`src/rtl/tif_consts.svh`:
```
// Register offsets, field positions and reset values of the timer block.
// Assumes byte addresses on a 32-bit APB, one register per aligned word.
`ifndef TIF_CONSTS_SVH
`define TIF_CONSTS_SVH
`define TIF_OFS_RES_HI   8'h00
`define TIF_OFS_RES_LO   8'h04
`define TIF_OFS_WAKE     8'h08
`define TIF_OFS_FLAGS    8'h0c
`define TIF_OFS_TCTRL    8'h10
`define TIF_OFS_C1CTRL   8'h14
`define TIF_OFS_C23CTRL  8'h18
`define TIF_OFS_WMASK    8'h1c
`define TIF_OFS_FMASK    8'h20
`define TIF_OFS_AUXCTRL  8'h24
`define TIF_OFS_TMR      8'h28
`define TIF_OFS_CNT1     8'h2c
`define TIF_OFS_CNT2     8'h30
`define TIF_OFS_CNT3     8'h34
`define TIF_RST_BYTE     8'h00
`define TIF_RST_WORD     16'h0000
`define TIF_WAKE_WMASK   8'h0e
`define TIF_C1_WMASK     8'h1f
`define TIF_C23_WMASK    8'hf7
`define TIF_BIT_EXTEDGE  7
`define TIF_BIT_GIE      6
`define TIF_BIT_TSRC     5
`define TIF_BIT_TEDGE    4
`define TIF_BIT_MAIN_PRESCALER_ENABLE     3
`define TIF_BIT_CONVERSION_DONE_FLAG     5
`define TIF_BIT_COMPARATOR_CHANGE_FLAG    4
`define TIF_BIT_CONVERSION_WAKE_ENABLE     3
`define TIF_BIT_COMPARATOR_WAKE_ENABLE    2
`define TIF_BIT_PORT_CHANGE_WAKE_ENABLE     1
`define TIF_BIT_CMPOUT   5
`define TIF_BIT_WIDE     7
`define TIF_BIT_CONVRUN  0
`define TIF_BIT_FOURCLK  1
`define TIF_FULL_PMASK   8'hff
`define TIF_MAX8         16'h00ff
`define TIF_MAX16        16'hffff
`endif

```
`src/rtl/tif_pkg.sv`:
```
// Types shared by the timer and interrupt flag block.
// Assumes the constants header is included where offsets are needed.
package tif_pkg;
  typedef struct packed {
    logic        psel;
    logic        penable;
    logic        pwrite;
    logic [7:0]  paddr;
    logic [31:0] pwdata;
  } tif_apb_req_t;
  typedef struct packed {
    logic       cmpOut;
    logic [7:0] port5;
    logic       extInt;
    logic       cnt3Pin;
    logic       cnt2Pin;
    logic       cnt1Pin;
    logic       tccPin;
  } tif_pins_t;
  typedef struct packed {
    logic        adcDone;
    logic [11:0] adcResult;
    logic        lowPulseUf;
    logic        highPulseUf;
    logic        irqDisable;
    logic        irqOn;
    logic        irqReturn;
    logic        irqTaken;
  } tif_hw_t;
endpackage : tif_pkg

```
`src/rtl/tif_top.sv`:
```
// Main timer, three auxiliary counters, interrupt and wake flags, APB slave.
// Assumes clk_sys is the instruction cycle clock; hw events are synchronous.
//
// Added by the designer: the APB register port and the register offsets.
`timescale 1ns/1ps
`include "tif_consts.svh"

// Function
// (RULE1) Conversion end loads result, clears running, flags
// (RULE2) Wake/status read is ANDed with mask
// (RULE3) Software only clears bits five and four
// (RULE4) Conversion done flag sticky until cleared
// (RULE5) Comparator change flag sticky until cleared
// (RULE6) Bits three..one enable wake sources
// (RULE7) Flag bit one means request pending
// (RULE8) Flag register read ANDed with mask
// (RULE9) Software writes only clear flag bits
// (RULE10) Pulse timer underflows set bits seven, six
// (RULE11) Counter three overflow sets bit five
// (RULE12) Counters two, one set bits four, three
// (RULE13) External edge and port change flags
// (RULE14) Main timer overflow sets bit zero
// (RULE15) Control bit seven selects external edge
// (RULE16) Bit six shows global interrupt enable
// (RULE17) Bit five selects main timer clock
// (RULE18) Bit four selects counted pin edge
// (RULE19) Prescaler enable and ratio code
// (RULE20) Overflow period scales with instruction mode
// (RULE21) Counter one enable, bit five read-only
// (RULE22) Counter one clock source and edge
// (RULE23) Counter two eight or sixteen bits
// (RULE24) Counter two enable, source, edge
// (RULE25) Counters increment, wrap, flag on wrap
// (RULE26) Mask bits five, four gate interrupts
module tif_top (
  // Clock and reset
  input  wire logic                 clk_sys,
  input  wire logic                 rst,
  // APB slave
  input  wire tif_pkg::tif_apb_req_t apbReq,
  output logic [31:0]               prdata,
  output logic                      pready,
  output logic                      pslverr,
  // Pins and hardware events
  input  wire tif_pkg::tif_pins_t   pins,
  input  wire tif_pkg::tif_hw_t     hwEvt,
  // Status towards the core
  output logic                      irqReq,
  output logic                      wakeReq,
  output logic                      globalIrqEnable,
  output logic                      conversionRunning
);
  import tif_pkg::*;

  // Pin synchronisers and edge history
  logic [13:0] pinMeta_r;
  logic [13:0] pinSync_r;
  logic [13:0] pinPrev_r;
  logic [13:0] pinRaw;
  logic [13:0] pinRise;
  logic [13:0] pinFall;
  logic [13:0] pinChg;

  // Register storage
  logic [7:0]  tctrl_r;
  logic [7:0]  c1ctrl_r;
  logic [7:0]  c23ctrl_r;
  logic [7:0]  wakeMask_r;
  logic [7:0]  flagMask_r;
  logic [7:0]  wake_r;
  logic [7:0]  wake_nxt;
  logic [7:0]  flags_r;
  logic [7:0]  flags_nxt;
  logic [7:0]  flagSet;
  logic [7:0]  resHi_r;
  logic [7:0]  resLo_r;
  logic        convRun_r;
  logic        fourClk_r;
  logic        phase_r;
  logic        gie_r;

  // Main timer
  logic [7:0]  tmr_r;
  logic [7:0]  presc_r;
  logic [7:0]  pMask;
  logic        cycleTick;
  logic        tmrSrcEvt;
  logic        tmrEvt;
  logic        tmrOvf;
  logic        tccPinEvt;

  // Auxiliary counters
  logic [15:0] auxCnt_r [3];
  logic [2:0]  auxEn;
  logic [2:0]  auxSrc;
  logic [2:0]  auxEdge;
  logic [2:0]  auxOvf;

  // Bus decode
  logic        setupPh;
  logic        wrEn;
  logic        mapped;
  logic [31:0] rdMux;
  logic        wrWake;
  logic        wrFlags;
  logic        wrAux;
  logic [7:0]  wdByte;
  logic        extEdge;
  logic        cmpChg;
  logic        portChg;

  assign pinRaw  = pins;
  assign pinRise = pinSync_r & ~pinPrev_r;
  assign pinFall = ~pinSync_r & pinPrev_r;
  assign pinChg  = pinSync_r ^ pinPrev_r;

  always_ff @(posedge clk_sys or posedge rst)
  begin
    if (rst)
    begin
      pinMeta_r <= 14'h0000;
      pinSync_r <= 14'h0000;
      pinPrev_r <= 14'h0000;
    end
    else
    begin
      pinMeta_r <= pinRaw;
      pinSync_r <= pinMeta_r;
      pinPrev_r <= pinSync_r;
    end
  end

  // APB decode and read mux
  assign setupPh = apbReq.psel & ~apbReq.penable;
  assign wrEn    = apbReq.psel & apbReq.penable & pready & apbReq.pwrite;
  assign wdByte  = apbReq.pwdata[7:0];
  assign wrWake  = wrEn & (apbReq.paddr == `TIF_OFS_WAKE);
  assign wrFlags = wrEn & (apbReq.paddr == `TIF_OFS_FLAGS);
  assign wrAux   = wrEn & (apbReq.paddr == `TIF_OFS_AUXCTRL);

  always_comb
  begin
    mapped = 1'b1;
    rdMux  = 32'h0000_0000;
    case (apbReq.paddr)
      `TIF_OFS_RES_HI:  rdMux[7:0] = resHi_r;
      `TIF_OFS_RES_LO:  rdMux[7:0] = resLo_r;
      // (RULE2) masked status read
      `TIF_OFS_WAKE:    rdMux[7:0] = wake_r & wakeMask_r;
      // (RULE8) masked flag read
      `TIF_OFS_FLAGS:   rdMux[7:0] = flags_r & flagMask_r;
      // (RULE16) enable shown read-only
      `TIF_OFS_TCTRL:   rdMux[7:0] = {tctrl_r[7], gie_r, tctrl_r[5:0]};
      // (RULE21) comparator state read-only
      `TIF_OFS_C1CTRL:  rdMux[7:0] = {2'b00, pinSync_r[13], c1ctrl_r[4:0]};
      `TIF_OFS_C23CTRL: rdMux[7:0] = c23ctrl_r;
      `TIF_OFS_WMASK:   rdMux[7:0] = wakeMask_r;
      `TIF_OFS_FMASK:   rdMux[7:0] = flagMask_r;
      `TIF_OFS_AUXCTRL: rdMux[7:0] = {6'h00, fourClk_r, convRun_r};
      `TIF_OFS_TMR:     rdMux[7:0] = tmr_r;
      `TIF_OFS_CNT1:    rdMux[15:0] = auxCnt_r[0];
      `TIF_OFS_CNT2:    rdMux[15:0] = auxCnt_r[1];
      `TIF_OFS_CNT3:    rdMux[15:0] = auxCnt_r[2];
      default:          mapped = 1'b0;
    endcase
  end

  always_ff @(posedge clk_sys or posedge rst)
  begin
    if (rst)
    begin
      pready  <= 1'b0;
      prdata  <= 32'h0000_0000;
      pslverr <= 1'b0;
    end
    else
    begin
      pready <= setupPh;
      if (setupPh)
      begin
        prdata  <= rdMux;
        pslverr <= ~mapped;
      end
    end
  end

  // Plain read-write control registers
  always_ff @(posedge clk_sys or posedge rst)
  begin
    if (rst)
    begin
      tctrl_r    <= `TIF_RST_BYTE;
      c1ctrl_r   <= `TIF_RST_BYTE;
      c23ctrl_r  <= `TIF_RST_BYTE;
      wakeMask_r <= `TIF_RST_BYTE;
      flagMask_r <= `TIF_RST_BYTE;
    end
    else if (wrEn)
    begin
      case (apbReq.paddr)
        `TIF_OFS_TCTRL:   tctrl_r    <= wdByte;
        `TIF_OFS_C1CTRL:  c1ctrl_r   <= wdByte & `TIF_C1_WMASK;
        `TIF_OFS_C23CTRL: c23ctrl_r  <= wdByte & `TIF_C23_WMASK;
        `TIF_OFS_WMASK:   wakeMask_r <= wdByte;
        `TIF_OFS_FMASK:   flagMask_r <= wdByte;
        default:          tctrl_r    <= tctrl_r;
      endcase
    end
  end

  // (RULE16) global enable from instruction events
  always_ff @(posedge clk_sys or posedge rst)
  begin
    if (rst)
      gie_r <= 1'b0;
    else if (hwEvt.irqDisable | hwEvt.irqTaken)
      gie_r <= 1'b0;
    else if (hwEvt.irqOn | hwEvt.irqReturn)
      gie_r <= 1'b1;
  end

  // (RULE20) four-clock mode halves the cycle rate
  assign cycleTick = ~fourClk_r | phase_r;

  // (RULE1) conversion start, result capture, running clear
  always_ff @(posedge clk_sys or posedge rst)
  begin
    if (rst)
    begin
      convRun_r <= 1'b0;
      fourClk_r <= 1'b0;
      phase_r   <= 1'b0;
      resHi_r   <= `TIF_RST_BYTE;
      resLo_r   <= `TIF_RST_BYTE;
    end
    else
    begin
      phase_r <= ~phase_r;
      if (wrAux)
        fourClk_r <= wdByte[`TIF_BIT_FOURCLK];
      if (hwEvt.adcDone)
      begin
        resHi_r   <= {4'h0, hwEvt.adcResult[11:8]};
        resLo_r   <= hwEvt.adcResult[7:0];
        convRun_r <= 1'b0;
      end
      else if (wrAux & wdByte[`TIF_BIT_CONVRUN])
        convRun_r <= 1'b1;
    end
  end

  // Main timer source and prescaler
  // (RULE18) counted pin edge
  assign tccPinEvt = tctrl_r[`TIF_BIT_TEDGE] ? pinFall[0] : pinRise[0];
  // (RULE17) cycle clock or pin
  assign tmrSrcEvt = tctrl_r[`TIF_BIT_TSRC] ? tccPinEvt : cycleTick;
  // (RULE19) ratio two to the code plus one
  assign pMask  = `TIF_FULL_PMASK >> (3'd7 - tctrl_r[2:0]);
  assign tmrEvt = tctrl_r[`TIF_BIT_MAIN_PRESCALER_ENABLE]
                ? (tmrSrcEvt & ((presc_r & pMask) == pMask))
                : tmrSrcEvt;
  // (RULE25) wrap of the main timer
  assign tmrOvf = tmrEvt & (tmr_r == 8'hff);

  always_ff @(posedge clk_sys or posedge rst)
  begin
    if (rst)
    begin
      presc_r <= `TIF_RST_BYTE;
      tmr_r   <= `TIF_RST_BYTE;
    end
    else
    begin
      if (tmrSrcEvt)
        presc_r <= presc_r + 8'h01;
      if (tmrEvt)
        tmr_r <= tmr_r + 8'h01;
    end
  end

  // Auxiliary counter controls
  // (RULE21) counter one enable
  // (RULE22) counter one source and edge
  // (RULE24) counter two enable, source, edge
  assign auxEn   = {c23ctrl_r[2], c23ctrl_r[6], c1ctrl_r[2]};
  assign auxSrc  = {c23ctrl_r[1], c23ctrl_r[5], c1ctrl_r[1]};
  assign auxEdge = {c23ctrl_r[0], c23ctrl_r[4], c1ctrl_r[0]};

  genvar k;
  generate
    for (k = 0; k < 3; k++)
    begin : g_aux
      logic        pinEvt;
      logic        evt;
      logic [15:0] top;
      assign pinEvt = auxEdge[k] ? pinFall[k+1] : pinRise[k+1];
      assign evt    = auxEn[k] & (auxSrc[k] ? pinEvt : cycleTick);
      // (RULE23) counter two width
      assign top = (k == 1 && c23ctrl_r[`TIF_BIT_WIDE]) ? `TIF_MAX16 : `TIF_MAX8;
      // (RULE25) increment, wrap, flag
      assign auxOvf[k] = evt & (auxCnt_r[k] == top);
      always_ff @(posedge clk_sys or posedge rst)
      begin
        if (rst)
          auxCnt_r[k] <= `TIF_RST_WORD;
        else if (auxOvf[k])
          auxCnt_r[k] <= `TIF_RST_WORD;
        else if (evt)
          auxCnt_r[k] <= (auxCnt_r[k] + 16'h0001) & top;
      end
    end
  endgenerate

  // (RULE15) external pin edge choice
  assign extEdge = tctrl_r[`TIF_BIT_EXTEDGE] ? pinFall[4] : pinRise[4];
  assign portChg = |pinChg[12:5];
  // (RULE5) comparator output change
  assign cmpChg  = pinChg[13];

  // (RULE7) one bit per source, one means pending
  // (RULE10) pulse timer underflows
  // (RULE11) counter three overflow
  // (RULE12) counters two and one
  // (RULE13) external edge and port change
  // (RULE14) main timer overflow
  assign flagSet = {hwEvt.lowPulseUf, hwEvt.highPulseUf, auxOvf[2], auxOvf[1],
                    auxOvf[0], extEdge, portChg, tmrOvf};

  // (RULE9) write of zero clears, set wins
  assign flags_nxt = (flags_r & ~({8{wrFlags}} & ~wdByte)) | flagSet;

  // (RULE3) only clear bits five and four
  // (RULE4) conversion done sticky
  // (RULE6) wake enables are plain bits
  always_comb
  begin
    wake_nxt = wake_r;
    if (wrWake)
    begin
      wake_nxt[5:4] = wake_r[5:4] & wdByte[5:4];
      wake_nxt[3:1] = wdByte[3:1];
    end
    wake_nxt[`TIF_BIT_CONVERSION_DONE_FLAG]  = wake_nxt[`TIF_BIT_CONVERSION_DONE_FLAG] | hwEvt.adcDone;
    wake_nxt[`TIF_BIT_COMPARATOR_CHANGE_FLAG] = wake_nxt[`TIF_BIT_COMPARATOR_CHANGE_FLAG] | cmpChg;
    wake_nxt = wake_nxt & (`TIF_WAKE_WMASK | 8'h30);
  end

  always_ff @(posedge clk_sys or posedge rst)
  begin
    if (rst)
    begin
      flags_r <= `TIF_RST_BYTE;
      wake_r  <= `TIF_RST_BYTE;
    end
    else
    begin
      flags_r <= flags_nxt;
      wake_r  <= wake_nxt;
    end
  end

  // Status outputs
  always_ff @(posedge clk_sys or posedge rst)
  begin
    if (rst)
    begin
      irqReq            <= 1'b0;
      wakeReq           <= 1'b0;
      globalIrqEnable   <= 1'b0;
      conversionRunning <= 1'b0;
    end
    else
    begin
      // (RULE26) mask bits gate the conversion and comparator requests
      irqReq <= |(flags_r & flagMask_r) | |(wake_r[5:4] & wakeMask_r[5:4]);
      // (RULE6) enabled sources wake the device
      wakeReq <= (wake_r[`TIF_BIT_CONVERSION_WAKE_ENABLE] & wake_r[`TIF_BIT_CONVERSION_DONE_FLAG])
               | (wake_r[`TIF_BIT_COMPARATOR_WAKE_ENABLE] & wake_r[`TIF_BIT_COMPARATOR_CHANGE_FLAG])
               | (wake_r[`TIF_BIT_PORT_CHANGE_WAKE_ENABLE] & flags_r[1]);
      globalIrqEnable   <= gie_r;
      conversionRunning <= convRun_r;
    end
  end

endmodule : tif_top

```
`config.mk`:
```
export PLATFORM = sky130hd
export DESIGN_NAME = tif_top
export DESIGN_NICKNAME = d
export VERILOG_FILES = /design/src/rtl/tif_pkg.sv /design/src/rtl/tif_top.sv
export VERILOG_INCLUDE_DIRS = /design/src /design/src/rtl
export SDC_FILE = /design/constraint.sdc
export NUM_CORES = 1
export LEC_CHECK = 0
export ABC_AREA = 1
export BUFFER_PORTS_ARGS = -buffer_cell sky130_fd_sc_hd__buf_2
export CELL_PAD_IN_SITES_DETAIL_PLACEMENT = 0
export CELL_PAD_IN_SITES_GLOBAL_PLACEMENT = 2
export CORE_MARGIN = 2
export CORE_UTILIZATION = 37
export CTS_BUF_LIST = sky130_fd_sc_hd__clkbuf_16
export CTS_CLUSTER_DIAMETER = 100
export CTS_CLUSTER_SIZE = 10
export DETAILED_ROUTE_END_ITERATION = 16
export GPL_TIMING_DRIVEN = 0
export PLACE_DENSITY_LB_ADDON = 0.1
export SLEW_MARGIN = 40
export SYNTH_ARGS = -nofsm -noshare
export SYNTH_HDL_FRONTEND = slang
export SYNTH_SLANG_ARGS = --single-unit
```
`constraint.sdc`:
```
create_clock -name clk_sys -period 13.67 [get_ports clk_sys]
set_input_delay 2.0505 -clock clk_sys [delete_from_list [all_inputs] [get_ports clk_sys]]
set_output_delay 2.0505 -clock clk_sys [all_outputs]
set_load 0.02 [all_outputs]
```
### Word-level counts from Yosys, hierarchy flattened

Cells that the tools add are included.

| word-level totals | value |
|---|---|
| register bits | 193 |
| bits of input ports | 78 |
| word-level logic and storage cells | 141 |

| cells by class | value |
|---|---|
| add/sub/neg operators | 6 |
| equality and inequality tests | 18 |
| shift-type cells | 1 |
| multiplexer cells | 25 |
| bitwise logic cells | 47 |
| reductions and logical operators | 15 |

Operators with widths:

| kind | count |
|---|---|
| $mux 16 | 7 |
| $pmux 8 s14 | 1 |
| $eq 8x6->1 const B | 6 |
| $add 8x1->8 const B | 4 |
| $and 8x8->8 | 4 |
| $eq 16x8->1 const B | 2 |
| $eq 8x5->1 const B | 4 |
| $pmux 8 s3 | 1 |
| $and 1x1->1 | 19 |
| $add 16x1->16 const B | 1 |
| $and 16x16->16 | 1 |
| $eq 16x16->1 | 1 |
| $eq 8x4->1 const B | 2 |
| $not 8->8 | 2 |
| $reduce_or 8->1 | 2 |
| $mux 1 | 15 |
| $reduce_or 14->1 | 1 |
| $xor 14x14->14 | 1 |
| $and 5x5->5 | 2 |
| $not 5->5 | 2 |
| $reduce_and 2->1 | 5 |
| $reduce_bool 2->1 | 5 |
| $and 6x8->8 | 1 |
| $eq 8x3->1 const B | 1 |
| other kinds (11) | 22 |

### Longest topological paths before layout

| logic depth | value |
|---|---|
| depth in word-level cells | 8 |
| gate-level depth with buffers | 12 |
| mapped depth without buffers | 11 |

### Least setup slack after synthesis

OpenSTA, ideal clock, no wires.

| timing | value |
|---|---|
| kind | input to register |
| start | input apbReq[39] in the netlist's numbering |
| end | register flags_r[2] |
| library setup time | 0.134 ns |
| data arrival time | 2.880 ns |
| required time | 13.536 ns |
| path slack | 10.657 ns |
| stages on the path | 7 |
| path through | nor2_2 > nand2_1 > inv_2 > buf_6 > nand3_2 > o21ai_0 > o211ai_1 |

| on the way | value |
|---|---|
| word-level cells in the longest chain between the ends | 6 |

Ends and longest elaborated chain:

| item | line | RTL |
|---|---|---|
| from (decl) | tif_top.sv:40 | `input wire tif_pkg::tif_apb_req_t apbReq,` |
| $eq 8x4->1 | - |  |
| $and 1x1->1 | tif_top.sv:138 | `` assign wrFlags = wrEn & (apbReq.paddr == `TIF_OFS_FLAGS); `` |
| $and 8x8->8 | tif_top.sv:330 | `assign flags_nxt = (flags_r & ~({8{wrFlags}} & ~wdByte)) \| flagSet;` |
| $not 8->8 | tif_top.sv:330 |  |
| $and 8x8->8 | tif_top.sv:330 |  |
| $or 8x8->8 | tif_top.sv:330 |  |
| via flags_nxt[2] | tif_top.sv:73 | `logic [7:0] flags_nxt;` |
| to (signal assigned) | tif_top.sv:352 | `` flags_r <= `TIF_RST_BYTE; `` |
| to (signal assigned) | tif_top.sv:357 | `flags_r <= flags_nxt;` |
| to (decl) | tif_top.sv:72 | `logic [7:0] flags_r;` |

The timed path passes the listed nets, and every way through them passes these cells.
A chain may end at the register's enable or synchronous reset.

### Worst setup path in the final report

| timing | value |
|---|---|
| start | input apbReq[33] in the netlist's numbering |
| end | register prdata[0] |

| on the way | value |
|---|---|
| word-level cells in the longest chain between the ends | 2 |
| elaborated cells between the ends (all ways) | 15 |
| those cells by class | eq/ne (13); mux (1); reduce/logical (1) |

Ends and longest elaborated chain:

| item | line | RTL |
|---|---|---|
| $eq 8x6->1, or another cell as far along | tif_top.sv:145 | `case (apbReq.paddr)` |
| $pmux 8 s14 * | tif_top.sv:145 |  |
| to (signal assigned) | tif_top.sv:181 | `prdata <= rdMux;` |
| to (decl) | tif_top.sv:41 | `output logic [31:0] prdata,` |

Mark *: on every way between the ends. The rest lies on a longest branch, timed or not.

==> impl_metrics.py <==
metrics = {
    "status": {
        "status": "finished, final reports clean",
    },
    "clocking": {
        "cts_buf_count": 17,
        "cts_repair_resize_count": 0,
        "postCtsHoldBufs": 0,
        "h_tree_levels": 4,
        "cts_tree": "built",
        "postCtsSetupBuffers": 0,
        "clkTransAtPathRegs_ns": 0.08,
        "clock_sinks": 176,
        "clock_path_buffers": 2,
        "cts.root.buffer_cell": "clkbuf_16",
        "clk_latency_ns": 0.44,
    },
    "yosys": {
        "seq_area_frac_synth": 0.522,
        "ys_seq_elements": 176,
        "ys_types": 34,
        "synth_async_sr_flop_share": 1.00,
        "cell_accounting_for_the_most_synthesized_area": "dfrtp_1",
        "synth.top_cell.area_share": 0.522,
        "post_synth_inst_count": 1024,
        "synth_warnings": 0,
        "synth-edff-count": 0,
        "synth_top_cells_by_area": "dfrtp_1 52%, nand2_1 13%, nand3_1 6.0%, o21ai_0 5.2%, inv_1 4.2%",
        "postSynthAreaPerCell_um2": 8.24,
        "synth-main-ff-cell": "dfrtp_1",
        "netlist_area_mm2": 0.00844,
    },
    "sta": {
        "period_utilization": 0.238,
        "timing.clock.skew_ns": 0.0151,
        "setup_viol_count_final": 0,
        "finalWorstSetupSlack_ns": 10.42,
        "timing.final.crit_period_ns": 3.25,
        "fmax_ghz": 0.308,
        "rsz0062_at_grt": "false",
        "final-max-slew-violation-count": 0,
        "finalSetupTns_ns": 0,
        "finalHoldViolations": 0,
    },
    "final_layout": {
        "post_layout_nonfiller_instances": 1432,
        "utilization": 0.441,
        "fin_area_mm2": 0.00992,
        "area.growth.synth_to_final_pct": 17.5,
        "insertedDiodeCount": 0,
        "final_net_count": 1217,
        "drive_above_1_share": 0.154,
    },
    "run": {
        "max_cap_viols": 0,
    },
    "worst_setup_path": {
        "cpPeakStageDelay_ns": 0.40,
        "cp-startpoint": "apbReq[33]",
        "crit_fanout": 10,
        "critical_path.reg2reg.startpoint": "auxCnt_r[16]",
        "reg2regPathDepth": 10,
        "crit_path_cell_trace": "buf_2, inv_1, nand2_1, nor2_1, buf_4, nand2_1, o21ai_0, nor2_1, nand3_1, nand2_1, nand2_1",
        "critPathCaptureType": "flop",
        "critPathArrivalTime_ns": 3.62,
        "slowest_stage": "o21ai_0",
        "type_of_the_setup_path_with_the_least_slack": "input port to flop",
        "timing.critical_path.to": "prdata[0]",
        "cp-start-kind": "input port",
        "regToRegEndpoint": "auxCnt_r[19]",
        "crit_path_frequent_cell": "nand2_1",
        "critPathRequiredTime_ns": 14.04,
        "worst-r2r-setup-slack_ns": 11.86,
    },
    "route": {
        "vias_per_cell": 4.86,
        "detailedRoute.firstPassIterationCount": 6,
        "drt-wirelength-per-cell_um": 16.7,
        "drt_drc_violations_left": 0,
        "drt-total-wl_um": 23800,
        "antenna_left": 0,
        "detailedRoute.firstIterationViolations": 457,
        "via_count": 6962,
    },
    "floorplanning": {
        "die_width_um": 155,
        "core_area_mm2": 0.0225,
        "floorplan.io_pins": 116,
        "row_count": 55,
        "floorplan.die.height_um": 155,
        "start_util": 0.375,
        "die_area_mm2": 0.0240,
    },
    "global_route": {
        "global_route.overflow_total": 0,
        "globalRouteTotalUtil": 0.207,
        "first_global_vias": 6661,
        "antenna_found_initial": 0,
        "grt_pass1_wl_um": 38100,
        "grt_start_max_net_pins": 76,
    },
    "power_and_ir_drop": {
        "comb_power_share": 0.099,
        "leakagePower_uw": 0.00495,
        "max-vdd-ir-drop_mv": 0.0574,
        "power_frac_seq": 0.476,
        "power_switching_share": 0.299,
        "internal_power_uw": 861,
        "power.clock.fraction": 0.425,
        "power.net_switching_uw": 368,
        "power_density_mw_per_mm2": 124,
    },
    "placed_design": {
        "place.detailed.hpwl_um": 17800,
        "placed_area_mm2": 0.00928,
        "placement.setup.worst_slack_ns": 10.03,
        "placedCellCount": 1400,
        "gpl.final_weighted_congestion": 0.829,
        "io_buffer_count": 74,
    },
    "min_path": {
        "holdCritPathClass": "flop to flop",
    },
}
[worst max-delay path: cells and delay by family]
| family | cells | cell delay, ns |
|---|---|---|
| compound gates | 1 | 0.40 |
| simple gates | 7 | 0.80 |
| buf+inv | 3 | 0.37 |
[registers in the layout, indices dropped and copies added, names as in the netlist, 7 cells and up]
signal      cells
flagMask_r      8
tctrl_r         7
presc_r         8
wakeMask_r      8
pinSync_r      14
pinPrev_r      14
auxCnt_r       32
pinMeta_r      14
prdata         16
flags_r         8
tmr_r           8
resLo_r         8
c23ctrl_r       7
[cells by family after synthesis]
logic type               Yosys count  synth area share
AND/OR/NAND/NOR                  540             0.279
flip-flops                       176             0.522
buffers and inverters            146            0.0784
AO/OA/AOI/OAI                    116            0.0716
XOR/XNOR                          40            0.0415
adder cells (fa/ha/maj)            5           0.00741
other                              1          0.000444
[power groups by stage]
stage | sequential (uW) | clock [uW] | combinational (uW)
final | 585 | 522 | 121
after global routing | 591 | 555 | 141
after CTS | 586 | 534 | 123
after detailed placement | 596 | 0 | 122
after global placement | 596 | 0 | 119
after floorplan | 588 | 0 | 88.6
[worst min path at each step]
stage / from / end / slack, ns / cells after the start
after floorplan: pinMeta_r[0] / pinSync_r[0] / 0.33 / 0
after detailed placement: pinMeta_r[10] / pinSync_r[10] / 0.34 / 0
after global routing: pinMeta_r[7] / pinSync_r[7] / 0.35 / 0
after global placement: pinMeta_r[8] / pinSync_r[8] / 0.33 / 0
after CTS: pinMeta_r[7] / pinSync_r[7] / 0.35 / 0
final: pinMeta_r[7] / pinSync_r[7] / 0.35 / 0
[metal layers]
| layer | vias up | global-route usage | part of all wire |
|---|---|---|---|
| met3 | 17 | 0.0348 | 0.048 |
| met2 | 176 | 0.305 | 0.42 |
| met1 | 3282 | 0.317 | 0.52 |
| met4 | 0 | 0.0503 | 0.012 |
| met5 | - | 0 | 0 |
| li1 | 3487 | - | - |
[layout by cell type (no fill, tap or decap), drive strengths merged, types with 6 or more instances in the layout]
| cell | n |
|---|---|
| nand3 | 105 |
| nand4 | 18 |
| o21ai | 99 |
| clkbuf | 22 |
| nor4 | 6 |
| nand2 | 303 |
| dfrtp | 176 |
| inv | 112 |
| xor2 | 24 |
| nor2 | 80 |
| xnor2 | 16 |
| a21oi | 7 |
| conb | 16 |
| buf | 115 |
| nor3 | 20 |
| nand3b | 6 |
| o31ai | 7 |
[per-stage QoR]
stage	total power [uW]	hold WS, ns
2_1_floorplan	676	0.331
3_3_place_gp	715	0.331
3_5_place_dp	718	0.336
4_1_cts	1240	0.348
5_1_grt	1290	0.350
6_report	1230	0.346
[synth_stat cells, types with 2 or more instances]
master	instances
o31ai_1	7
clkbuf_1	4
inv_2	6
nand3_2	3
nand2_1	295
nor2_2	7
buf_4	21
dfrtp_1	176
o21ai_0	88
nor4_1	6
nor3_1	19
nand2_2	8
a21oi_1	7
inv_1	94
nor2_1	70
o211ai_1	2
clkinv_1	2
buf_2	15
xnor2_1	16
xor2_1	24
nor2_4	3
nand4_1	18
ha_1	5
nand3b_1	6
nand3_1	102
o21ai_1	11
buf_6	2
[area by class of cell]
type                    instances  area, um^2
plain buffers                  44         279
fillers                      2276       12600
multi-input cells             717        3430
inverters                     102         390
clock inverters                15         206
well taps                     285         357
repair buffers                 76         425
flip-flops and latches        176        4400
clock buffers                  17         425
Power figures use the tool's default switching activity.
